**config.mk**
```make
export PLATFORM = sky130hd
export DESIGN_NAME = upp_port_power
export DESIGN_NICKNAME = d
export VERILOG_FILES = /design/src/hw/upp_pkg.sv /design/src/hw/upp_sync2.sv /design/src/hw/upp_port_power.sv
export SDC_FILE = /design/constraint.sdc
export NUM_CORES = 1
export LEC_CHECK = 0
export BUFFER_PORTS_ARGS = -buffer_cell sky130_fd_sc_hd__buf_4
export CAP_MARGIN = 5
export CORE_MARGIN = 1.5
export CORE_UTILIZATION = 46
export DETAILED_ROUTE_END_ITERATION = 8
export PLACE_DENSITY_LB_ADDON = 0.2
export SYNTH_ARGS = -nofsm -noshare
export SYNTH_HDL_FRONTEND = slang
export SYNTH_SLANG_ARGS = --single-unit
```
**constraint.sdc**
```tcl
create_clock -name clk -period 1.65 [get_ports clk]
set_input_delay 0.0825 -clock clk [delete_from_list [all_inputs] [get_ports clk]]
set_output_delay 0.0825 -clock clk [all_outputs]
set_load 0.01 [all_outputs]
```
**src/hw/upp_pkg.sv**
```systemverilog
// Package for the USB port power and over-current monitor.
// Assumes a single 40 MHz clock domain and five ports sharing one layout.
`default_nettype none
package upp_pkg;
  localparam int unsigned UPP_NUM_PORTS = 5;
  localparam int unsigned UPP_CLK_MHZ   = 40;
  // Least time the line must stay released before a falling edge may count as a fault.
  localparam int unsigned UPP_SETTLE_NS = 1000;
  localparam int unsigned UPP_SETTLE_CYC =
    ((UPP_SETTLE_NS * UPP_CLK_MHZ) + 999) / 1000;
  localparam int unsigned UPP_CNT_W = 8;
  // Reset values of per-port state.
  localparam logic        UPP_DRIVE_RST   = 1'b1;
  localparam logic        UPP_PULLUP_RST  = 1'b0;
  localparam logic        UPP_FAULT_RST   = 1'b0;
  // Port state encodings, one-hot.
  typedef enum logic [3:0] {
    UPP_OFF     = 4'b0001,
    UPP_SETTLE  = 4'b0010,
    UPP_ON      = 4'b0100,
    UPP_TRIPPED = 4'b1000
  } upp_state_e;
endpackage : upp_pkg
`default_nettype wire

```
**src/hw/upp_sync2.sv**
```systemverilog
// Two-flop synchroniser for a bundle of asynchronous pin levels.
// Assumes the inputs are static levels, not multi-bit coherent words.
`default_nettype none
module upp_sync2 #(
  parameter int unsigned W = 1
) (
  input  wire logic         clk,
  input  wire logic         resetn,
  input  wire logic [W-1:0] async_in,
  input  wire logic [W-1:0] rst_val,
  output logic      [W-1:0] sync_out
);
  logic [W-1:0] meta_r;
  logic [W-1:0] meta_nxt;
  logic [W-1:0] sync_nxt;

  // Only the second stage reads the first, so metastability never fans out.
  always_comb begin
    meta_nxt = resetn ? async_in : rst_val;
    sync_nxt = resetn ? meta_r : rst_val;
  end

  // Registers only; the reset value is applied synchronously above.
  always_ff @(posedge clk) begin
    meta_r   <= meta_nxt;
    sync_out <= sync_nxt;
  end
endmodule // upp_sync2
`default_nettype wire

```
**src/hw/upp_port_power.sv**
```systemverilog
// Per-port USB power enable and over-current monitor for five ports.
// Assumes an external 3.3V pull-up on each shared line, a carrier power
// switch with its enable and fault output tied onto that line, and one clock.
//
// Overview of operation
// - To cut a port's power the block pulls its shared line low through an open-drain driver.
// - To grant power the block releases the line so the pull-up raises it and enables the switch.
// - A falling edge on the line while the port is fully on, past the settle wait, is reported as an over-current event.
// - A low line caused by the block's own drive is never reported as over-current.
// - Each line has a pull-up and every driver on it, this block's included, is open-drain.
// - Power is granted only once a device connection has been seen on that port's data lines.
// - The pull-up supply of an unused port may be switched off to save power.
// - The role-identification input is active high.
// - In device role the host-power-detect input shows that the upstream host supplies bus power.
//
// Timing notes
// A fault shows three clock edges after the pin drops: two synchroniser stages
// and one event register, so the event pulse trails the pin slightly.
// The settle wait after release covers the slow rise of the pull-up; a fault in
// that wait goes unreported, which is the price paid for a clean start-up.
// After a trip the block holds the line low itself, so the switch stays off
// until software drops the enable request and then renews it.
// The pull-up rail follows the in-use input, so an unused port reads low; that
// level is taken for a fault only if the rail drops while the port is fully enabled, since only then is the line watched.
`default_nettype none
module upp_port_power (
  input  wire logic                                clk,
  input  wire logic                                resetn,
  input  wire logic [upp_pkg::UPP_NUM_PORTS-1:0]   port_enable_req,
  input  wire logic [upp_pkg::UPP_NUM_PORTS-1:0]   port_in_use,
  input  wire logic [upp_pkg::UPP_NUM_PORTS-1:0]   device_connected,
  input  wire logic [upp_pkg::UPP_NUM_PORTS-1:0]   fault_clear,
  input  wire logic [upp_pkg::UPP_NUM_PORTS-1:0]   port_power_fault_line_n_in,
  output logic      [upp_pkg::UPP_NUM_PORTS-1:0]   port_power_fault_line_n_out,
  output logic      [upp_pkg::UPP_NUM_PORTS-1:0]   port_power_fault_line_n_oe,
  output logic      [upp_pkg::UPP_NUM_PORTS-1:0]   pullup_supply_en,
  output logic      [upp_pkg::UPP_NUM_PORTS-1:0]   port_powered,
  output logic      [upp_pkg::UPP_NUM_PORTS-1:0]   overcurrent_fault,
  output logic      [upp_pkg::UPP_NUM_PORTS-1:0]   overcurrent_event,
  input  wire logic                                host_power_detect,
  input  wire logic                                role_id_input,
  output logic                                     host_role,
  output logic                                     host_power_present
);
  import upp_pkg::*;

  // Local short names for the port count and the settle limit in clock cycles.
  localparam int unsigned N = UPP_NUM_PORTS;
  localparam logic [UPP_CNT_W-1:0] SETTLE_CNT = UPP_CNT_W'(UPP_SETTLE_CYC);

  // Power counts as granted in both the settle and the on state; one decode
  // names those states so the powered flag cannot drift from the state machine.
  function automatic logic port_live(input upp_state_e s);
    return (s == UPP_SETTLE) || (s == UPP_ON);
  endfunction

  // A high-to-low step between two synchronised samples of one line.
  function automatic logic line_fell(input logic prev_lvl, input logic cur_lvl);
    return prev_lvl & ~cur_lvl;
  endfunction

  // Synchronised pin levels: five lines plus the two role inputs.
  // They come from pins off the clock's domain, so two flops stand before any logic.
  logic [N-1:0] line_s;
  logic [N+1:0] pins_s;

  upp_sync2 #(.W(N + 2)) u_sync (
    .clk      (clk),
    .resetn   (resetn),
    .async_in ({role_id_input, host_power_detect, port_power_fault_line_n_in}),
    .rst_val  ({2'b00, {N{1'b1}}}),
    .sync_out (pins_s)
  );
  assign line_s = pins_s[N-1:0];

  // Per-port state. Each port is independent: bit i of every vector and entry
  // i of every array belong to port i, and no port's logic reads another's.
  // The fault flag and the event pulse are kept apart so that software may poll
  // the sticky flag while an interrupt source can use the one-cycle pulse.
  upp_state_e            state_r    [N];
  upp_state_e            state_nxt  [N];
  logic [UPP_CNT_W-1:0]  cnt_r      [N];
  logic [UPP_CNT_W-1:0]  cnt_nxt    [N];
  logic [N-1:0]          line_prev_r;
  logic [N-1:0]          line_prev_nxt;
  logic [N-1:0]          drive_r;
  logic [N-1:0]          drive_nxt;
  logic [N-1:0]          pullup_r;
  logic [N-1:0]          pullup_nxt;
  logic [N-1:0]          fault_r;
  logic [N-1:0]          fault_nxt;
  logic [N-1:0]          event_r;
  logic [N-1:0]          event_nxt;
  logic [N-1:0]          powered_r;
  logic [N-1:0]          powered_nxt;
  logic                  role_r;
  logic                  role_nxt;
  logic                  vbus_r;
  logic                  vbus_nxt;

  // Edge-detector history resets to the released level, so the first pin sample
  // after reset looks like a falling edge on a low line; the port is at most in SETTLE then, never ON.
  always_comb begin
    line_prev_nxt = resetn ? line_s : {N{1'b1}};
  end

  // History register for the edge detector.
  always_ff @(posedge clk) begin
    line_prev_r <= line_prev_nxt;
  end

  // Role inputs form a group of their own; bus power is masked in host role so
  // a port that supplies the bus never mistakes its own supply for a host.
  always_comb begin
    role_nxt = resetn ? pins_s[N+1] : 1'b0;
    vbus_nxt = resetn ? (pins_s[N] & ~pins_s[N+1]) : 1'b0;
  end

  // Role registers.
  always_ff @(posedge clk) begin
    role_r <= role_nxt;
    vbus_r <= vbus_nxt;
  end

  // A falling edge only counts once the port is fully on; the settle wait keeps
  // the pull-up's slow rise after release from being mistaken for a fault.
  always_comb begin
    logic fall;
    fall          = 1'b0;
    for (int i = 0; i < N; i++) begin
      fall           = line_fell(line_prev_r[i], line_s[i]);
      state_nxt[i]   = state_r[i];
      cnt_nxt[i]     = cnt_r[i];
      drive_nxt[i]   = drive_r[i];
      event_nxt[i]   = 1'b0;
      pullup_nxt[i]  = port_in_use[i];
      unique case (state_r[i])
        UPP_OFF: begin
          drive_nxt[i] = 1'b1;
          if (port_enable_req[i] && device_connected[i]) begin
            state_nxt[i] = UPP_SETTLE;
            drive_nxt[i] = 1'b0;
            cnt_nxt[i]   = '0;
          end
        end
        UPP_SETTLE: begin
          if (!port_enable_req[i]) begin
            state_nxt[i] = UPP_OFF;
            drive_nxt[i] = 1'b1;
          end else if (cnt_r[i] == SETTLE_CNT) begin
            state_nxt[i] = UPP_ON;
          end else begin
            cnt_nxt[i] = cnt_r[i] + 1'b1;
          end
        end
        UPP_ON: begin
          if (!port_enable_req[i]) begin
            state_nxt[i] = UPP_OFF;
            drive_nxt[i] = 1'b1;
          end else if (fall) begin
            event_nxt[i] = 1'b1;
            state_nxt[i] = UPP_TRIPPED;
          end
        end
        UPP_TRIPPED: begin
          // The switch has cut itself off; hold the line low until software drops the request.
          drive_nxt[i] = 1'b1;
          if (!port_enable_req[i]) begin
            state_nxt[i] = UPP_OFF;
          end
        end
        default: begin
          state_nxt[i] = UPP_OFF;
          drive_nxt[i] = 1'b1;
        end
      endcase
      // Events in OFF or TRIPPED are ignored since our own drive holds the line low.
      // Set beats clear so a fault in the clearing cycle is kept.
      fault_nxt[i]   = event_nxt[i] | (fault_r[i] & ~fault_clear[i]);
      powered_nxt[i] = port_live(state_nxt[i]);
      // Reset is applied last, so it overrides every arm above.
      if (!resetn) begin
        state_nxt[i]   = UPP_OFF;
        cnt_nxt[i]     = '0;
        drive_nxt[i]   = UPP_DRIVE_RST;
        pullup_nxt[i]  = UPP_PULLUP_RST;
        event_nxt[i]   = 1'b0;
        fault_nxt[i]   = UPP_FAULT_RST;
        powered_nxt[i] = 1'b0;
      end
    end
  end

  // State registers; reset is folded into the next-value logic, so no flop
  // needs a reset pin and every register sees the same plain clock edge.
  always_ff @(posedge clk) begin
    state_r     <= state_nxt;
    cnt_r       <= cnt_nxt;
    drive_r     <= drive_nxt;
    pullup_r    <= pullup_nxt;
    fault_r     <= fault_nxt;
    event_r     <= event_nxt;
    powered_r   <= powered_nxt;
  end

  // Open-drain pins: the output data is always low, only the enable moves.
  // Keeping the data low and moving only the enable means this block never drives high.
  assign port_power_fault_line_n_out = '0;
  assign port_power_fault_line_n_oe  = drive_r;
  assign pullup_supply_en            = pullup_r;
  assign port_powered                = powered_r;
  assign overcurrent_fault           = fault_r;
  assign overcurrent_event           = event_r;
  assign host_role                   = role_r;
  assign host_power_present          = vbus_r;
endmodule // upp_port_power
`default_nettype wire

```
; ---- After elaboration in Yosys (flattened, before gate mapping)
; Index checks and enable logic that the tools add are counted.
[totals]
reg_bits = 106
inputBits = 29
output_inout_bits = 32
elab_cells = 221
[classes]
add_sub_neg = 5
eq_ne = 55
mux = 85
bitwise_logic = 27
reduce_logical = 25
[op_table]
columns = op, n
row1 = $mux 4, 30
row2 = $mux 8, 15
row3 = $pmux 4 s4, 5
row4 = $pmux 8 s2, 5
row5 = $add 8x1->8 const B, 5
row6 = $eq 4x2->1 const B, 10
row7 = $eq 4x3->1 const B, 10
row8 = $eq 8x6->1 const B, 5
row9 = $ne 2x2->1 const B, 20
row10 = $mux 1, 25
row11 = $eq 4x1->1 const B, 5
row12 = $eq 4x4->1 const B, 5
row13 = $reduce_and 4->1, 5
row14 = $and 1x1->1, 11
row15 = $not 1->1, 11
row16 = $pmux 1 s2, 5
row17 = $reduce_bool 2->1, 5
row18 = $reduce_or 2->1, 5
row19 = $logic_and 1x1->1, 5
row20 = $logic_or 1x1->1, 5
row21 = $or 1x1->1, 5

; ---- Longest topological paths before layout
[logic_depth]
ltp_word = 7
depth_mapped = 8
depth_no_buf = 6

; ---- Modules after synthesis
; From an unflattened synthesis, not the netlist that was laid out.
[unflattened]
cells_unflattened = 575
area_unflattened_um2 = 5181.2
[by_module_without_submodules]
columns = mod, instances, cells_each, area_per_inst_um2, seq_area_each_um2
row1 = upp_port_power, 1, 546, 4732.0, 1841.8
row2 = upp_sync2, 1, 29, 449.2, 280.3

; ---- Worst setup path after synthesis
; No wires, ideal clock.
[synth_timing]
kind = flip-flop to flip-flop
from = register cnt_r[24] (netlist name)
to = register cnt_r[27] (netlist name)
setup_time_ns = 0.071
arrival_time_ns = 1.673
required_ns = 1.579
slack_ns = -0.094
path_stages_with_launch = 8
path_buffers = 1
period_less_slack_ns = 1.744
path_cell_list = dfxtp_1 -> inv_1 -> ha_1 -> nor4bb_1 -> and3_1 -> clkbuf_1 -> or4_1 -> a21oi_1
[synth_between]
elab_chain_len = 4
elab_cells_between_ends = 7
classes_between = add/sub (1) / eq/ne (2) / mux (3) / reduce/logical (1)
[synth_rtl]
columns = item, line_no
row1 = from (decl), upp_port_power.sv:82  ; logic [UPP_CNT_W-1:0] cnt_r [N];
row2 = from (signal assigned), upp_port_power.sv:198  ; cnt_r <= cnt_nxt;
row3 = $add 8x1->8, upp_port_power.sv:153  ; cnt_nxt[i] = cnt_r[i] + 1'b1;
row4 = $mux 8, upp_port_power.sv:150  ; end else if (cnt_r[i] == SETTLE_CNT) begin
row5 = $mux 8, upp_port_power.sv:147  ; if (!port_enable_req[i]) begin
row6 = $pmux 8 s2, upp_port_power.sv:137  ; unique case (state_r[i])
; Parallel ways exist; a longest one is shown, timed or not. The select of a mux whose other input is x is not followed.
; A chain may end at the register's enable or synchronous reset.

; ---- Worst setup path in the final report
[layout_timing]
from = register cnt_r[8] (netlist name)
to = register cnt_r[11] (netlist name)
; The elaborated chain is that of the path after synthesis.

==> impl_metrics.csv <==
group,metric,value,unit
placed_design,dpl.hpwl,7930,microns
pwr,finalPower,4690,uW
timing,fin_crit_sh,107,%
die,die_x,108,microns
layout,area_growth,31.0,%
placed_design,gp_congestion,0.871,
synth,synth.largest_area_cell,"dfxtp_1",
detailed_routing,wl_per_cell,14.5,microns
die,num_io_pins,61,
clocking,h-tree-depth,3,
detailed_routing,first_iter_violations,223,
layout,finalNetCount,715,
synth,syn_inst,557,
synth,synthArstFlopShare,0,%
job,cap_violations,0,
detailed_routing,num_vias,4524,
clocking,insertion_delay,0.37,ns
die,start_util,48.1,%
detailed_routing,firstDrtPassIters,4,
pwr,cellLeakagePower,0.00255,uW
pwr,cellPowerDensity,712,nW/um^2
setup_path,startpoint_type,"flop",
synth,syn_area_per_cell,9.03,sq um
worst_hold_path,hold_depth,4,
clocking,clock_sinks,106,
synth,yosysMostFrequentCell,"dfxtp_1",
timing,finalHoldViolations,0,
synth,synth-seq-cells,106,
global_routing,gr-total-overflow,0,
layout,n_antenna_cell,0,
setup_path,critical_path.max_fanout,8,
detailed_routing,postRouteAntennaNets,0,
placed_design,placed_cell_area,5900,sq um
pwr,vdd_ir_drop_max,0.479,mV
synth,synth_common_cells,"dfxtp_1 (106), nand2_1 (34), a21oi_1 (33), nand2b_1 (29), inv_1 (28)",
worst_hold_path,hp-class,"in -> reg",
clocking,ctsLongestPathBuffers,2,
clocking,cts_buffers,9,
layout,fillerInstances,892,
clocking,tritoncts,"done",
synth,synth_enable_flop_cells,0,
global_routing,grt_pass1_wl,19100,microns
synth,netlist_area,5030,sq um
timing,finalMaxSlewViolations,0,
global_routing,grt_max_degree,46,
setup_path,rr_worst_depth,8,
synth,synth.distinct_cells,69,
run_status,violations,"setup timing",
detailed_routing,vias_per_cell,5.54,
global_routing,grt_pass1_vias,4274,
run_status,status,"finished, violations left",
synth,synth_warnings,0,
setup_path,end_kind,"flop",
global_routing,grtUsageTotal,20.3,%
setup_path,crit_type,"reg -> reg",
timing,slew-limit-headroom,65.6,%
timing,finalClockSkew,0.00906,ns
layout,design_area,6590,sq um
timing,worst_slew_pin_slew,0.502,ns
layout,drive_above_1_share,30.0,%
timing,period_minus_slack,1.77,ns
timing,setup_viol,9,
timing,setup_slack,-0.119,ns
clocking,clk_pin_slew,0.11,ns
timing,rsz0062_at_grt,"yes",
die,dieArea,11600,sq um
synth,synth_top_area_share,42.2,%
timing,fmax,565,MHz
detailed_routing,route.detailed.drc,0,
setup_path,crit_required,1.92,ns
clocking,root_buffer,"clkbuf_8",
die,die_h,108,microns
setup_path,arrival,2.04,ns
global_routing,antenna_found_initial,0,
synth,synth.area.top_cells,"dfxtp_1 (42%), nand2b_1 (3.6%), a21oi_1 (3.3%)",
synth,ys_seq_area_share,42.2,%
die,core,10500,sq um
placed_design,portBuffers,55,
synth,synth_flop_cell,"dfxtp_1",
detailed_routing,drt-total-wl,11900,microns
die,row_count,37,
## critical path, cell delays in order, from the launching register on
cell	delay [ns]
dfxtp_2	0.35
inv_2	0.04
ha_2	0.17
nor4bb_4	0.16
a311o_1	0.37
buf_4	0.16
clkbuf_16	0.15
o2111ai_1	0.19
nand2_1	0.07
## what timing repair did
item                                    4_1_cts  5_1_grt
hold endpoints to repair                     13        1
endpoints found under the setup margin       14       46
cloned                                        0        2
resized for setup                             9       53
setup buffers                                 3       10
pin swaps                                     4       16
hold buffers                                 13        1
## kinds of logic (layout without fill, tap and decap cells)
logic type | after synthesis | after routing | synth area share [%]
AND/OR/NAND/NOR | 233 | 233 | 27.9
AO/OA/AOI/OAI | 125 | 125 | 18.4
flip-flops | 106 | 106 | 42.2
buffers and inverters | 63 | 183 | 5.57
XOR/XNOR | 18 | 18 | 3.14
adder cells (fa/ha/maj) | 10 | 10 | 2.49
other | 1 | 5 | 0.0746
multiplexers | 1 | 1 | 0.224
## metal layers
metal,up-vias,share of wire (%),global-route usage [%]
li1,2262,-,-
met1,2147,47,26.2
met2,98,49,34.1
met3,17,3.5,3.15
met4,0,1.4,7.71
met5,-,0,0
## through the flow
stage	instances	hold WS [ns]	TNS, ns	setup slack [ns]	utilization, %
6_report	817	0.0174	-0.692	-0.119	63.0
5_1_grt	817	0.0215	-1.49	-0.201	63.0
4_1_cts	804	0.00338	-0.316	-0.0592	59.9
3_5_place_dp	772	0.271	-0.280	-0.0468	56.4
3_3_place_gp	772	0.269	-0.00227	-0.00227	56.4
2_1_floorplan	561	0.184	-0.0194	-0.0194	-
## sequential cells by signal, indices dropped and copies added, names as in the netlist, 7 cells and up
register and cells:
u_sync.meta_r 7, state_r 20, u_sync.sync_out 7, cnt_r 40
## power by group
| part | total, uW | internal (uW) | switching [uW] |
|---|---|---|---|
| logic | 497 | 250 | 247 |
| registers | 2650 | 2610 | 38.8 |
| clock network | 1540 | 578 | 960 |
| total | 4690 | 3440 | 1250 |
## worst paths after layout
path                                    start                         endpoint  slack [ns]
hold / removal                 fault_clear[0]  overcurrent_fault[0]$_SDFF_PN0_        0.02
hold reg to reg   u_sync.meta_r[4]$_SDFF_PN1_    u_sync.sync_out[4]$_SDFF_PN1_        0.43
setup / recovery        cnt_r[8]$_SDFFE_PN0P_           cnt_r[11]$_SDFFE_PN0P_       -0.12
setup reg to reg        cnt_r[8]$_SDFFE_PN0P_           cnt_r[11]$_SDFFE_PN0P_       -0.12
## layout by cell type (no fill, tap or decap), types with 5 or more instances in the layout
cell	count
xor2_1	6
o2111ai_1	15
and2_1	20
nor3b_1	9
conb_1	5
dfxtp_2	15
inv_1	24
nand2_1	34
and3_1	6
ha_1	7
clkbuf_8	9
nor2b_1	8
nand3_1	22
dfxtp_1	89
nor2_1	27
dlygate4sd3_1	14
a2111o_1	11
nand4_1	9
buf_4	120
o21ai_1	5
nor3_1	12
o21ai_0	10
xnor2_1	12
nand2b_1	27
nand3b_1	5
o31ai_1	7
a21oi_1	29
## area by class of cell
cell class                 count  area, sq um  area share [%]
multi-input combinational    392         2850            43.3
sequential                   106         2150            32.6
timing repair buffer         138         1120            17.0
tap                          136          170            2.58
clock buffer                   9          124            1.88
inverter                      29          111            1.69
clock inverter                 7         62.6           0.950
(Power assumes the default switching activity.)
